<file path="src/common/fwp_pkg.sv">
package fwp_pkg;

	// ----------------------------------------------------------------
	// Command codes seen on the serial link.
	// ----------------------------------------------------------------
	localparam logic [7:0] CMD_WRITE_ENABLE = 8'h06;
	localparam logic [7:0] CMD_WRITE_DISABLE = 8'h04;
	localparam logic [7:0] CMD_READ_STATUS = 8'h05;
	localparam logic [7:0] CMD_READ_FUNCTION = 8'h48;
	localparam logic [7:0] CMD_PAGE_PROGRAM = 8'h02;
	localparam logic [7:0] CMD_QUAD_PROGRAM_A = 8'h32;
	localparam logic [7:0] CMD_QUAD_PROGRAM_B = 8'h38;
	localparam logic [7:0] CMD_SECTOR_ERASE_A = 8'hd7;
	localparam logic [7:0] CMD_SECTOR_ERASE_B = 8'h20;
	localparam logic [7:0] CMD_BLOCK_ERASE_32K = 8'h52;
	localparam logic [7:0] CMD_BLOCK_ERASE_64K = 8'hd8;
	localparam logic [7:0] CMD_CHIP_ERASE_A = 8'hc7;
	localparam logic [7:0] CMD_CHIP_ERASE_B = 8'h60;
	localparam logic [7:0] CMD_STATUS_WRITE = 8'h01;
	localparam logic [7:0] CMD_FUNCTION_WRITE = 8'h42;
	localparam logic [7:0] CMD_INFO_ROW_ERASE = 8'h64;
	localparam logic [7:0] CMD_INFO_ROW_PROGRAM = 8'h62;
	localparam logic [7:0] CMD_SUSPEND = 8'h75;
	localparam logic [7:0] CMD_RESUME = 8'h7a;

	// ----------------------------------------------------------------
	// Status register field positions.
	// ----------------------------------------------------------------
	localparam int ST_BUSY = 0;
	localparam int ST_WEL = 1;
	localparam int ST_BP_LO = 2;
	localparam int ST_QE = 6;
	localparam int ST_STATUS_WRITE_DISABLE = 7;
	localparam logic [7:0] STATUS_NV_MASK = 8'hfc;

	// ----------------------------------------------------------------
	// Function register field positions.
	// ----------------------------------------------------------------
	localparam int FN_TBS = 1;
	localparam int FN_PROGRAM_SUSPENDED_FLAG = 2;
	localparam int FN_ERASE_SUSPENDED_FLAG = 3;
	localparam int FN_IRL_LO = 4;
	localparam logic [7:0] FUNCTION_OTP_MASK = 8'hf2;
	localparam logic [7:0] REG_RESET = 8'h00;

	// ----------------------------------------------------------------
	// Address layout and block-protection geometry.
	// ----------------------------------------------------------------
	localparam int ADDR_W = 24;
	localparam int BLOCK_SHIFT = 16;
	localparam int INFO_ROW_SHIFT = 12;
	localparam int BLOCKS_DEFAULT = 128;

	// ----------------------------------------------------------------
	// Array operation timing (in microseconds of busy time).
	// ----------------------------------------------------------------
	localparam int OP_TIME_US = 10;
	localparam int CLK_MHZ = 200;
	localparam int OP_CYCLES = OP_TIME_US * CLK_MHZ;

	// Kind of array operation in flight.
	typedef enum logic [1:0] {
		FWP_OP_NONE,
		FWP_OP_PROGRAM,
		FWP_OP_ERASE,
		FWP_OP_REGISTER
	} fwp_op_t;

endpackage

</file>
<file path="src/common/fwp_link_if.sv">
`timescale 1ns/100ps
`default_nettype none
// Synchronised link events passed from the front end to the protection core.
interface fwp_link_if;
	logic frame_start;
	logic byte_valid;
	logic [7:0] byte_data;
	logic frame_end;
	logic [7:0] out_byte;
	modport front (output frame_start, output byte_valid, output byte_data,
		output frame_end, input out_byte);
	modport core (input frame_start, input byte_valid, input byte_data,
		input frame_end, output out_byte);
endinterface
`default_nettype wire

</file>
<file path="src/core/fwp_link_rx.sv">
`timescale 1ns/100ps
`default_nettype none
// Samples the serial pins on the system clock and frames bytes.
module fwp_link_rx
	import fwp_pkg::*;
(
	input wire logic clk_sys_i,
	input wire logic rst_n_i,
	input wire logic sck_i,
	input wire logic cs_n_i,
	input wire logic si_i,
	output logic so_o,
	fwp_link_if.front link
);

	// ----------------------------------------------------------------
	// State.
	// ----------------------------------------------------------------
	typedef struct packed {
		logic [1:0] sck_s; // Synchroniser for the serial clock.
		logic [1:0] cs_s; // Synchroniser for chip select.
		logic [1:0] si_s; // Synchroniser for data in.
		logic sck_d; // Last synchronised clock level.
		logic cs_d; // Last synchronised select level.
		logic [2:0] bit_cnt; // Bits gathered in this byte.
		logic [7:0] shift; // Incoming byte.
		logic [7:0] tx; // Outgoing byte.
		logic start; // Frame start pulse.
		logic valid; // Byte complete pulse.
		logic stop; // Frame end pulse.
		logic so; // Data out level.
	} fwp_rx_t;

	fwp_rx_t st;
	fwp_rx_t next_st;

	// ----------------------------------------------------------------
	// Next-state logic; bits are taken on rising edges, shifted out on falling.
	// ----------------------------------------------------------------
	always_comb begin
		next_st = st;
		next_st.sck_s = {st.sck_s[0], sck_i};
		next_st.cs_s = {st.cs_s[0], cs_n_i};
		next_st.si_s = {st.si_s[0], si_i};
		next_st.sck_d = st.sck_s[1];
		next_st.cs_d = st.cs_s[1];
		next_st.start = st.cs_d && !st.cs_s[1];
		next_st.stop = !st.cs_d && st.cs_s[1];
		next_st.valid = 1'b0;
		if (st.cs_s[1]) begin
			// Deselected: the next frame starts on a byte boundary.
			next_st.bit_cnt = 3'd0;
		end else if (!st.sck_d && st.sck_s[1]) begin
			next_st.shift = {st.shift[6:0], st.si_s[1]};
			next_st.bit_cnt = st.bit_cnt + 3'd1;
			if (st.bit_cnt == 3'd7) begin
				next_st.valid = 1'b1;
			end
		end else if (st.sck_d && !st.sck_s[1]) begin
			next_st.so = st.tx[3'd7 - st.bit_cnt];
		end
		// Reload the reply while the finished byte is offered to the core, so the
		// opcode of this very frame already decides which image is sent back.
		if (st.valid) begin
			next_st.tx = link.out_byte;
		end
	end

	// ----------------------------------------------------------------
	// Registers.
	// ----------------------------------------------------------------
	always_ff @(posedge clk_sys_i or negedge rst_n_i) begin
		if (!rst_n_i) begin
			st <= '{sck_s: 2'b00, cs_s: 2'b11, si_s: 2'b00, sck_d: 1'b0,
				cs_d: 1'b1, bit_cnt: 3'd0, shift: 8'h00, tx: 8'h00,
				start: 1'b0, valid: 1'b0, stop: 1'b0, so: 1'b0};
		end else begin
			st <= next_st;
		end
	end

	assign link.frame_start = st.start;
	assign link.byte_valid = st.valid;
	assign link.byte_data = st.shift;
	assign link.frame_end = st.stop;
	assign so_o = st.so;

endmodule
`default_nettype wire

</file>
<file path="src/core/fwp_protect.sv">
`timescale 1ns/100ps
`default_nettype none
// Operation
// - Write enable must precede every write command.
// - Refuse program or erase in protected area.
// - Chip erase only when protect bits zero.
// - Locked status register ignores status writes.
// - Status write accepted when unlocked or pin high.
// - Quad enable repurposes protect and hold pins; code ignores only hold, the protect pin still unlocks status writes.
// - 128-block map: 2^(n-1) blocks, top or bottom.
// - 64-block map; code 7, top bit all.
// - Top/bottom select sticks once set.
// - One-time bits never clear again.
// - Program suspend sets flag, resume clears.
// - Erase suspend sets flag, resume clears.
// - Locked information row refuses programming.
// - Latch set, cleared, auto-clears after writes.
// - Protect, quad, disable bits: status write only.
module fwp_protect
	import fwp_pkg::*;
#(
	parameter int BLOCKS = BLOCKS_DEFAULT,
	parameter int OP_CYCLES_P = OP_CYCLES
) (
	input wire logic clk_sys_i,
	input wire logic rst_n_i,
	input wire logic sck_i,
	input wire logic cs_n_i,
	input wire logic si_i,
	output logic so_o,
	input wire logic wp_pin_i,
	input wire logic hold_pin_i,
	output logic quad_mode_o,
	output logic hold_active_o,
	output logic busy_o,
	output logic [7:0] status_o,
	output logic [7:0] function_config_register_o,
	output logic array_start_o,
	output fwp_op_t array_op_o,
	output logic [ADDR_W-1:0] array_addr_o,
	output logic array_chip_o
);

	// ----------------------------------------------------------------
	// Elaboration checks.
	// ----------------------------------------------------------------
	// Only the two documented densities have a protection map.
	if (BLOCKS != 64 && BLOCKS != 128) begin : g_bad_blocks
		$error("BLOCKS must be 64 or 128");
	end
	// A zero-length busy time would leave the countdown without a last value.
	if (OP_CYCLES_P < 1) begin : g_bad_cycles
		$error("OP_CYCLES_P must be at least one");
	end

	localparam int CNT_W = $clog2(OP_CYCLES_P + 1);
	localparam logic [CNT_W-1:0] OP_LAST = CNT_W'(OP_CYCLES_P - 1);

	fwp_link_if link();

	fwp_link_rx u_rx (
		.clk_sys_i(clk_sys_i),
		.rst_n_i(rst_n_i),
		.sck_i(sck_i),
		.cs_n_i(cs_n_i),
		.si_i(si_i),
		.so_o(so_o),
		.link(link)
	);

	// ----------------------------------------------------------------
	// Pin synchronisers live in the state struct; the first stage is read
	// only by the second.
	// ----------------------------------------------------------------
	typedef struct packed {
		logic [1:0] wp_s; // Protect pin synchroniser.
		logic [1:0] hold_s; // Hold pin synchroniser.
		logic [7:0] status; // Status register image.
		logic [7:0] func; // Function register image.
		logic [7:0] cmd; // Command byte of this frame.
		logic [2:0] nbytes; // Bytes seen in this frame, saturating.
		logic [ADDR_W-1:0] addr; // Address gathered from the frame.
		logic [7:0] data; // First data byte after the opcode.
		fwp_op_t op; // Operation in flight.
		logic [CNT_W-1:0] cnt; // Busy countdown.
		logic suspended; // Operation paused.
		logic start; // Array start pulse.
		logic chip; // Operation covers the whole array.
	} fwp_st_t;

	fwp_st_t st;
	fwp_st_t next_st;

	// ----------------------------------------------------------------
	// Helper: is the block of this address inside the protected area.
	// ----------------------------------------------------------------
	function automatic logic block_protected(input logic [3:0] bp, input logic bottom,
		input logic [ADDR_W-1:0] a);
		int blk;
		int n;
		blk = int'(a >> BLOCK_SHIFT) % BLOCKS;
		if (bp == 4'h0) begin
			return 1'b0;
		end
		if (bp[3]) begin
			return 1'b1;
		end
		n = 1 << (int'(bp[2:0]) - 1);
		if (n > BLOCKS) begin
			n = BLOCKS;
		end
		if (bottom) begin
			return blk < n;
		end
		return blk >= BLOCKS - n;
	endfunction

	function automatic logic is_addr_cmd(input logic [7:0] c);
		return c == CMD_PAGE_PROGRAM || c == CMD_QUAD_PROGRAM_A || c == CMD_QUAD_PROGRAM_B
			|| c == CMD_SECTOR_ERASE_A || c == CMD_SECTOR_ERASE_B
			|| c == CMD_BLOCK_ERASE_32K || c == CMD_BLOCK_ERASE_64K
			|| c == CMD_INFO_ROW_ERASE || c == CMD_INFO_ROW_PROGRAM;
	endfunction

	// ----------------------------------------------------------------
	// Command decode and protection; all checks are made at frame end,
	// before anything is started, so a refusal leaves no trace.
	// ----------------------------------------------------------------
	always_comb begin
		logic wp_high;
		logic write_enable_latch;
		logic [3:0] bp;
		logic [1:0] row;
		logic [7:0] newf;
		wp_high = st.wp_s[1];
		write_enable_latch = st.status[ST_WEL];
		bp = st.status[ST_BP_LO +: 4];
		row = st.addr[INFO_ROW_SHIFT +: 2];
		newf = st.func;
		next_st = st;
		next_st.wp_s = {st.wp_s[0], wp_pin_i};
		next_st.hold_s = {st.hold_s[0], hold_pin_i};
		next_st.start = 1'b0;
		if (link.frame_start) begin
			next_st.nbytes = 3'd0;
		end
		if (link.byte_valid) begin
			if (st.nbytes == 3'd0) begin
				next_st.cmd = link.byte_data;
			end else if (st.nbytes == 3'd1) begin
				next_st.data = link.byte_data;
			end
			if (st.nbytes >= 3'd1 && st.nbytes <= 3'd3) begin
				next_st.addr = {st.addr[ADDR_W-9:0], link.byte_data};
			end
			if (st.nbytes != 3'd7) begin
				next_st.nbytes = st.nbytes + 3'd1;
			end
		end
		// Busy countdown; a completed write clears the latch.
		if (st.op != FWP_OP_NONE && !st.suspended) begin
			if (st.cnt == '0) begin
				next_st.op = FWP_OP_NONE;
				next_st.status[ST_WEL] = 1'b0;
			end else begin
				next_st.cnt = st.cnt - 1'b1;
			end
		end
		if (link.frame_end && st.nbytes != 3'd0) begin
			case (st.cmd)
				CMD_WRITE_ENABLE: begin
					if (st.op == FWP_OP_NONE || st.suspended) begin
						next_st.status[ST_WEL] = 1'b1;
					end
				end
				CMD_WRITE_DISABLE: begin
					if (st.op == FWP_OP_NONE || st.suspended) begin
						next_st.status[ST_WEL] = 1'b0;
					end
				end
				CMD_SUSPEND: begin
					if (st.op == FWP_OP_PROGRAM && !st.suspended) begin
						next_st.suspended = 1'b1;
						next_st.func[FN_PROGRAM_SUSPENDED_FLAG] = 1'b1;
					end else if (st.op == FWP_OP_ERASE && !st.suspended) begin
						next_st.suspended = 1'b1;
						next_st.func[FN_ERASE_SUSPENDED_FLAG] = 1'b1;
					end
				end
				CMD_RESUME: begin
					if (st.suspended) begin
						next_st.suspended = 1'b0;
						next_st.func[FN_PROGRAM_SUSPENDED_FLAG] = 1'b0;
						next_st.func[FN_ERASE_SUSPENDED_FLAG] = 1'b0;
					end
				end
				default: begin
					// Write commands need an idle array and the latch set.
					if (st.op == FWP_OP_NONE && write_enable_latch) begin
						if (st.cmd == CMD_STATUS_WRITE && st.nbytes >= 3'd2) begin
							if (!st.status[ST_STATUS_WRITE_DISABLE] || wp_high) begin
								next_st.status = (st.data & STATUS_NV_MASK)
									| (st.status & ~STATUS_NV_MASK);
								next_st.op = FWP_OP_REGISTER;
								next_st.cnt = OP_LAST;
							end
						end else if (st.cmd == CMD_FUNCTION_WRITE && st.nbytes >= 3'd2) begin
							newf = st.func | (st.data & FUNCTION_OTP_MASK);
							next_st.func = newf;
							next_st.op = FWP_OP_REGISTER;
							next_st.cnt = OP_LAST;
						end else if ((st.cmd == CMD_CHIP_ERASE_A || st.cmd == CMD_CHIP_ERASE_B)
							&& bp == 4'h0) begin
							next_st.op = FWP_OP_ERASE;
							next_st.chip = 1'b1;
							next_st.start = 1'b1;
							next_st.cnt = OP_LAST;
						end else if (is_addr_cmd(st.cmd) && st.nbytes >= 3'd4) begin
							if (st.cmd == CMD_INFO_ROW_PROGRAM || st.cmd == CMD_INFO_ROW_ERASE) begin
								if (!(st.cmd == CMD_INFO_ROW_PROGRAM
									&& st.func[FN_IRL_LO + int'(row)])) begin
									next_st.op = (st.cmd == CMD_INFO_ROW_PROGRAM)
										? FWP_OP_PROGRAM : FWP_OP_ERASE;
									next_st.chip = 1'b0;
									next_st.start = 1'b1;
									next_st.cnt = OP_LAST;
								end
							end else if (!block_protected(bp, st.func[FN_TBS], st.addr)) begin
								next_st.op = (st.cmd == CMD_PAGE_PROGRAM
									|| st.cmd == CMD_QUAD_PROGRAM_A
									|| st.cmd == CMD_QUAD_PROGRAM_B)
									? FWP_OP_PROGRAM : FWP_OP_ERASE;
								next_st.chip = 1'b0;
								next_st.start = 1'b1;
								next_st.cnt = OP_LAST;
							end
						end
					end
				end
			endcase
		end
		next_st.status[ST_BUSY] = (next_st.op != FWP_OP_NONE) && !next_st.suspended;
	end

	// ----------------------------------------------------------------
	// Registers; non-volatile images power up at their factory value.
	// ----------------------------------------------------------------
	always_ff @(posedge clk_sys_i or negedge rst_n_i) begin
		if (!rst_n_i) begin
			st <= '{wp_s: 2'b00, hold_s: 2'b11, status: REG_RESET, func: REG_RESET,
				cmd: 8'h00, nbytes: 3'd0, addr: '0, data: 8'h00, op: FWP_OP_NONE,
				cnt: '0, suspended: 1'b0, start: 1'b0, chip: 1'b0};
		end else begin
			st <= next_st;
		end
	end

	// ----------------------------------------------------------------
	// Outputs; reads return the status or function image.
	// ----------------------------------------------------------------
	// Opcode that selects the reply: the byte just taken when it is the first
	// of the frame, otherwise the opcode already stored for this frame.
	logic [7:0] read_cmd;
	assign read_cmd = (link.byte_valid && st.nbytes == 3'd0) ? link.byte_data : st.cmd;
	assign link.out_byte = (read_cmd == CMD_READ_FUNCTION) ? st.func : st.status;
	assign quad_mode_o = st.status[ST_QE];
	// With quad mode on, the shared pins carry data and hold is ignored.
	assign hold_active_o = !st.status[ST_QE] && !st.hold_s[1];
	assign busy_o = st.status[ST_BUSY];
	assign status_o = st.status;
	assign function_config_register_o = st.func;
	assign array_start_o = st.start;
	assign array_op_o = st.op;
	assign array_addr_o = st.addr;
	assign array_chip_o = st.chip;

endmodule
`default_nettype wire

</file>
<file path="config.mk">
export PLATFORM = sky130hd
export DESIGN_NAME = fwp_protect
export DESIGN_NICKNAME = d
export VERILOG_FILES = /design/src/common/fwp_pkg.sv /design/src/common/fwp_link_if.sv /design/src/core/fwp_link_rx.sv /design/src/core/fwp_protect.sv
export SDC_FILE = /design/constraint.sdc
export NUM_CORES = 1
export LEC_CHECK = 0
export BUFFER_PORTS_ARGS = -buffer_cell sky130_fd_sc_hd__buf_4
export CAP_MARGIN = 30
export CORE_UTILIZATION = 40
export DETAILED_ROUTE_END_ITERATION = 7
export PLACE_DENSITY = 0.68
export SLEW_MARGIN = 0
export SYNTH_ARGS = -nofsm -noshare
export SYNTH_HDL_FRONTEND = slang
export SYNTH_SLANG_ARGS = --single-unit
</file>
<file path="constraint.sdc">
create_clock -name clk_sys_i -period 5.05 [get_ports clk_sys_i]
set_input_delay 1.01 -clock clk_sys_i [delete_from_list [all_inputs] [get_ports clk_sys_i]]
set_output_delay 1.01 -clock clk_sys_i [all_outputs]
set_load 0.1 [all_outputs]
</file>
Word level (Yosys, flattened, before mapping)
Index checks and enable logic that the tools add are counted.
Word-level totals
  flip-flop bits (word level): 110
  input bits: 7
  output and inout bits: 48
  word-level logic and storage cells: 266
Operators by class
  add/subtract/negate cells: 7
  order comparisons: 9
  equality and inequality tests: 30
  shift operators: 1
  multiplexer cells: 119
  bitwise logic cells: 9
  reduce and logical (&&, ||, !) cells: 63
Operators by type and width (number)
  32-bit two-way mux: 11
  13-bit two-way mux: 11
  8-bit by 7-bit == test with 1-bit output, second input constant: 8
  1-bit two-way mux: 59
  8-bit two-way mux: 6
  35-bit two-way mux: 1
  8-bit by 32-bit >= comparator with 1-bit output: 1
  32-bit by 9-bit greater-than comparator with 1-bit output, second input constant: 1
  8-bit by 32-bit < comparator with 1-bit output: 1
  2-bit two-way mux: 16
  1-bit by 32-bit left shift with 32-bit output, first input constant: 1
  9-bit by 32-bit subtractor with 32-bit output, first input constant: 1
  8-bit by 6-bit == test with 1-bit output, second input constant: 3
  8-bit == test, second input constant: 3
  24-bit two-way mux: 1
  11-bit two-way mux: 2
  10-bit two-way mux: 2
  1-bit logical AND: 18
  8-bit by 3-bit == test with 1-bit output, second input constant: 2
  16-bit two-way mux: 1
  8-bit AND reduction: 2
  1-bit logical OR: 12
  11-bit zero test: 1
  11-bit by 1-bit subtractor with 11-bit output, second input constant: 1
  other kinds (40): 73

Longest topological paths before layout
Gate-level depths: netlist of run 1.
  depth in word-level cells: 60
  gate-level depth with buffers: 19
  mapped depth without buffers: 18

Modules after synthesis
From an unflattened synthesis of run 1, not the netlist that was laid out.
Second synthesis, totals
  cells, all modules: 525
  area, all modules: 5873.1 um^2
By module, submodules not included
  fwp_protect: instances 1, cells an instance 446, area each 4652.0 um^2, seq. area each 1929.4 um^2
  fwp_link_rx: instances 1, cells an instance 79, area each 1221.2 um^2, seq. area each 779.5 um^2

Worst setup path after synthesis of run 1
No wires, ideal clock.
  path kind: reg2reg
  start point: reg st (netlist bit status_o[2])
  end point: reg st (netlist bit status_o[0])
  library setup time: 0.128 ns
  arrival time: 3.876 ns
  required time: 4.922 ns
  slack: 1.046 ns
  cell stages (with the launch flop): 19
  buffers on the path: 1
  clock period less this slack: 4.004 ns
  cell sequence: dfrtp_1 > clkbuf_1 > inv_1 > ha_1 > xnor2_1 > and3_1 > inv_1 > ha_1 > a32o_1 > ha_1 > a2111oi_0 > nor3_1 > a221o_1 > a41o_1 > a211oi_1 > o21bai_1 > a211o_1 > nand2_1 > a31oi_1
RTL lines
  start, declared: RTL line fwp_protect.sv:91  | fwp_st_t st;
  start signal, assigned: RTL line fwp_protect.sv:250  | st <= '{wp_s: 2'b00, hold_s: 2'b11, status: REG_RESET, func: REG_RESET,
  start signal, assigned: RTL line fwp_protect.sv:254  | st <= next_st;

==> flow_summary.ini, run 1 <==
[clocking]
cts_tree = built
clkTransAtPathRegs_ps = 70
post_cts_buffers = 0
cts-root-buf = clkbuf_16
cts.path.max_buffers = 2
htree_levels = 3
cts_made_buffers = 9
worstSkewPairLatency_ps = 350
numClockSinks = 108
postCtsHoldBufs = 0

[cells_and_area]
fin_util = 0.455
layout.nets = 581
drive_above_1_share = 0.245
final_area_um2 = 6340
area_growth_pct = 10.8
ff_latch_area_um2 = 2710
multiInputGateArea_um2 = 2560
insertedDiodeCount = 0
fillers = 1290

[synth]
synth_flop_cell = dfrtp_1
synth_edf_count = 0
yosysWarnings = 0
yosys.cell_types.count = 60
ys_seq_elements = 108
syn_inst = 538
synthesis.nets = 572
ys_seq_area_frac = 0.473
synth_async_sr_flop_share = 1.00
syn_area_um2 = 5720
syn_area_per_cell_um2 = 10.6

[setup_path]
path_cells = inv_1 > ha_1 > xnor2_2 > and3_1 > inv_1 > ha_1 > nor2_1 > a32o_1 > ha_1 > a2111oi_0 > nor3_1 > a221o_1 > a41o_1 > a21oi_1 > o21ai_1 > a21oi_1 > nor2_1 > o211ai_1
crit_top_cell = ha_1
path_class = register to register
worst_ep_arrival_time_ps = 4780
path_max_fanout = 10
r2r_start = status_o[2]
cp-start-kind = register
cp_slowest_stage_delay_ps = 510
r2r-end = st[4]
ff2ff_path_depth = 18
required_ps = 5320
crit_path_end_kind = register
cp_slowest_cell = dfrtp_1
r2r_slack_ps = 540

[die]
die_y_um = 122
start_util = 0.411
die_w_um = 122
rows = 43
die_area_um2 = 14800
core_area_um2 = 13900
io_pins = 55

[routing]
route.detailed.drc = 0
vias_per_cell = 5.35
vias = 3916
firstDrtPassIters = 4
drtIter0Drc = 388
wl_per_cell_um = 16.4
wl_um = 12000
ant_nets = 0

[sta]
rsz0062_at_grt = no
slew_violations = 0
tns_ps = 0
fin_crit_ps = 4510
max_slew.worst_pin.slew_ps = 895
relSlewSlack = 0.401
fin_crit_sh = 0.893
finalSetupViolCount = 0
fin_skew_ps = 9.71
hold_viol_final = 0
max_freq_ghz = 0.222

[power]
peakVddDrop_mv = 0.154
power_mw = 1.75
p_per_area_nw_per_um2 = 276
leakagePower_nw = 3.12

[grt]
gr-usage-met2 = 0.298
grt.met1_usage = 0.229
grt_max_degree = 78
grt_overflow = 0
busiest_layer = met2
grt_antenna_before_repair = 0
grt_use_total = 0.177
first_global_vias = 3860
grt_first_pass_wirelength_um = 20000
use_met3 = 0.0370

[placed_design]
placed_area_um2 = 5990
dp_hpwl_um = 8860
port-buffer-count = 53
gp_congestion = 0.866

[worst_hold_path]
min-delay-start = u_rx.next_st[26]
hold_path.class = register to register
min_path_cells = 0
hold_end = u_rx.st[26]

[job]
cap_violations = 0

[outcome]
run_status = completed
[registers in the layout (all words and copies together), names as in the netlist, 2 cells and up]
register / flops
next_st: 2
status_o: 8
array_addr_o: 24
st: 32
function_config_register_o: 7
u_rx.next_st: 5
array_op_o: 2
u_rx.link.byte_data: 8
u_rx.st: 14
[how the worst max path moves through the flow]
stage,from,slack (ps),cells after the start,endpoint
after floorplan,status_o[2],1050,18,status_o[0]
after global routing,status_o[2],50,18,st[4]
final,status_o[2],540,18,st[4]
after detailed placement,status_o[2],500,17,st[4]
after CTS,status_o[2],460,17,st[4]
after global placement,status_o[2],800,17,st[4]
[cell usage in the layout (no fill, tap or decap), types with 12 or more instances in the layout]
| master | Yosys | layout |
|---|---|---|
| a21oi_1 | 16 | 16 |
| buf_4 | 42 | 54 |
| dfrtp_1 | 103 | 103 |
| ha_1 | 27 | 27 |
| inv_1 | 22 | 22 |
| mux2_2 | 48 | 48 |
| mux2i_1 | 12 | 12 |
| nand2_1 | 51 | 51 |
| nor2_1 | 44 | 44 |
| nor3_1 | 14 | 14 |
| o21ai_0 | 17 | 17 |
[where the power goes]
part / switching (mW) / leakage (nW) / internal, mW
Clock: 0.322 / 0.149 / 0.402
Sequential: 0.0468 / 1.46 / 0.900
Combinational: 0.0434 / 1.51 / 0.0323
Total: 0.412 / 3.12 / 1.33
[final cells by class]
class | instances | area share
inverter | 22 | 0.0130
clock inverter | 6 | 0.0115
sequential | 108 | 0.427
multi-input combinational | 350 | 0.405
tap | 180 | 0.0355
timing repair buffer | 56 | 0.0701
clock buffer | 10 | 0.0377
[metrics by stage]
stage                     cells  hold WS, ps  worst slack [ps]
final                       732          348               539
after global routing        732          365              48.4
after CTS                   731          351               457
after detailed placement    715          336               504
after global placement      714          335               801
after floorplan             538          331              1050
[routing by layer]
metal	up-vias	routed length, um
met5	-	0
met4	0	143
met3	12	392
met2	76	6000
met1	1965	5440
li1	1863	-
[critical path, delay by kind of cell, from the launching register on]
| family | cells | cell delay, ps |
|---|---|---|
| AOI/OAI and AO/OA | 8 | 2090 |
| adders and majority gates | 3 | 760 |
| and+or+nand+nor | 4 | 650 |
| DFF | 1 | 510 |
| buffers and inverters | 2 | 220 |
| xor gates and xnor gates | 1 | 210 |
[kinds of logic (layout without fill, tap and decap cells)]
| logic type | count (synthesis) | after routing | synth area share |
|---|---|---|---|
| mux | 63 | 63 | 0.127 |
| fa+ha+maj | 27 | 27 | 0.0590 |
| other cells | 1 | 1 | 0.000655 |
| simple gates | 171 | 171 | 0.152 |
| xor+xnor | 15 | 15 | 0.0230 |
| compound gates | 73 | 73 | 0.0849 |
| buf+inv | 80 | 94 | 0.0803 |
| flops | 108 | 108 | 0.473 |
[synthesized netlist by cell type, types with 4 or more instances]
library cell | n | area (um2)
nand2b_1 | 9 | 56.3
ha_1 | 27 | 338
xnor2_1 | 10 | 87.6
mux2_2 | 48 | 541
a21o_1 | 5 | 37.5
inv_1 | 22 | 82.6
mux2i_1 | 12 | 120
nor2_1 | 44 | 165
dfstp_2 | 5 | 131
a31oi_1 | 5 | 31.3
nor3_1 | 14 | 70.1
nor3b_1 | 4 | 30.0
nor4_1 | 4 | 25.0
nand3_1 | 8 | 40.0
dfrtp_1 | 103 | 2580
xor2_1 | 5 | 43.8
nand2_1 | 51 | 191
buf_4 | 42 | 315
and2_1 | 5 | 31.3
nor2b_1 | 8 | 50.1
a21oi_1 | 16 | 80.1
nand4_1 | 4 | 25.0
o21ai_0 | 17 | 85.1
clkbuf_1 | 15 | 56.3
[what timing repair did]
action                                 in CTS  in global routing
endpoints found under the hold margin       0                  0
setup endpoints to repair                   0                  9
resized for setup                           0                  1
(Power assumes the default switching activity.)
==> run 2, diff against run 1 <==
--- a/config.mk
+++ b/config.mk
@@ -6,7 +6,8 @@
 export NUM_CORES = 1
 export LEC_CHECK = 0
 export BUFFER_PORTS_ARGS = -buffer_cell sky130_fd_sc_hd__buf_4
-export CAP_MARGIN = 30
+export CAP_MARGIN = 25
+export CORE_ASPECT_RATIO = 1.2
 export CORE_UTILIZATION = 40
 export DETAILED_ROUTE_END_ITERATION = 7
 export PLACE_DENSITY = 0.68
==> run 2 against run 1 <==
Against the previous run:
- the run now ends with design-rule violations left
- global-route usage is 0.69 points lower
- power down 3.3%
- clock power decreased by 7.0%
- flip-flop and latch count is the same
- utilization shrank 0.32 points
- setup slack got worse by 38 ps
- critical path depth is 1 lower
- hold slack improved by 1.6 ps
- combinational power is 4.2% lower
- final cell count is 1.4% lower
- clock skew increased by 1.1 ps
- highest routed layer unchanged
==> flow_summary.ini, run 2 (synthesis gave the netlist of run 1 again) <==
[outcome]
run_status = finished with violations
violations = design-rule violations

[power]
comb_power_share = 0.043
p_switching_uw = 414
p_per_area_nw_per_um2 = 269
intPower_mw = 1.27
clock_power_share = 0.398
power.sequential.fraction = 0.559
power_mw = 1.69
leakagePower_nw = 3.09
swShare = 0.245
peakVddDrop_mv = 0.139

[cells_and_area]
fillers = 1303
regMostFlops = st
drive_above_1_share = 0.240
layout.nets = 580
ff_latch_area_um2 = 2710
area_growth_pct = 9.53
insertedDiodeCount = 0
largest_register_ffs = 32
final_common_cell = dfrtp_1
final_area_um2 = 6270
final_cell_mix = dfrtp_1 (103), buf_4 (54), nand2_1 (51)
multiInputGateArea_um2 = 2560

[sta]
fin_crit_sh = 0.901
hold_viol_final = 0
relSlewSlack = 0.413
rsz0062_at_grt = no
max_freq_ghz = 0.220
slew_violations = 0
tns_ps = 0
fin_crit_ps = 4550
fin_skew_ps = 10.8
max_slew.worst_pin.slew_ps = 880
finalSetupViolCount = 0

[setup_path]
cp-start-kind = register
required_ps = 5310
cp_slowest_cell = dfrtp_1
crit_top_cell = ha_1
crit_path_end_kind = register
worst_ep_arrival_time_ps = 4810
path_max_fanout = 10
path_class = register to register
cp_slowest_stage_delay_ps = 520
r2r_slack_ps = 500
path_cells = inv_1 > ha_1 > xnor2_1 > and3_1 > inv_1 > ha_1 > a32o_1 > ha_1 > a2111oi_0 > nor3_1 > a221o_1 > a41o_1 > a21oi_1 > o21ai_1 > a21oi_1 > nor2_1 > o211ai_1

[clocking]
htree_levels = 3
cts.path.max_buffers = 2
postCtsHoldBufs = 0
numClockSinks = 108
clkTransAtPathRegs_ps = 70
cts-root-buf = clkbuf_16
post_cts_buffers = 0
post_cts_resized = 0
cts_tree = built
cts_made_buffers = 9
worstSkewPairLatency_ps = 350

[die]
die_w_um = 111
die_area_um2 = 14800
start_util = 0.412
die_y_um = 133
core_area_um2 = 13900
io_pins = 55
rows = 47

[routing]
wl_per_cell_um = 16.7
wl_um = 12000
vias_per_cell = 5.43
ant_nets = 0
firstDrtPassIters = 6
route.detailed.drc = 2
vias = 3917
drtIter0Drc = 247

[grt]
grt_overflow = 0
first_global_vias = 3944
grt_max_degree = 70
grt_antenna_before_repair = 0
grt_use_total = 0.170
grt_first_pass_wirelength_um = 19800

[placed_design]
port-buffer-count = 53
placed_area_um2 = 5980
gp_congestion = 0.892
dp_hpwl_um = 9090

[worst_hold_path]
hold_path.class = register to register

[job]
cap_violations = 0
-- run 2: final cells by class --
class                      instances  area share
clock buffer                      10      0.0365
clock inverter                     6     0.00878
inverter                          22      0.0132
multi-input combinational        350       0.408
sequential                       108       0.432
tap                              171      0.0341
timing repair buffer              55      0.0671
-- run 2: per-layer routing --
metal	GRT usage	vias to the layer above	wire (um)
met4	0.0623	0	258
met5	0	-	0
met3	0.0325	20	355
met1	0.204	1973	5190
li1	-	1862	-
met2	0.302	62	6250
-- run 2: path summary, 6_finish.rpt --
| path | startpoint | to | cells past startpoint |
|---|---|---|---|
| max | status_o[2] | st[4] | 17 |
| min | u_rx.next_st[26] | u_rx.st[26] | 0 |
| max reg2reg | status_o[2] | st[4] | 17 |
| min reg2reg | u_rx.next_st[26] | u_rx.st[26] | 0 |
| max in group asynchronous | rst_n_i | st[22] | 2 |
| min in group asynchronous | rst_n_i | st[9] | 1 |
-- run 2: power by group through the flow --
stage | sequential [mW] | combinational, mW | clock (mW)
finish | 0.943 | 0.0726 | 0.673
global route | 0.950 | 0.0797 | 0.725
CTS | 0.945 | 0.0749 | 0.690
detailed placement | 0.962 | 0.0750 | 0
global placement | 0.960 | 0.0720 | 0
floorplan | 0.949 | 0.0386 | 0
-- run 2: critical path: cells and delay by family, from the launching register on --
family | cells | cell delay, ps
flops | 1 | 520
buf+inv | 2 | 210
fa+ha+maj | 3 | 750
simple gates | 3 | 570
xor+xnor | 1 | 390
compound gates | 8 | 2020
-- run 2: per-stage QoR --
stage          setup slack [ps]  hold slack [ps]  std cells  utilization
4_1_cts                     553              351        722        0.452
2_1_floorplan              1050              331        538            -
3_5_place_dp                603              335        706        0.431
3_3_place_gp                800              333        705        0.430
6_report                    501              350        722        0.452
5_1_grt                    88.1              354        722        0.452
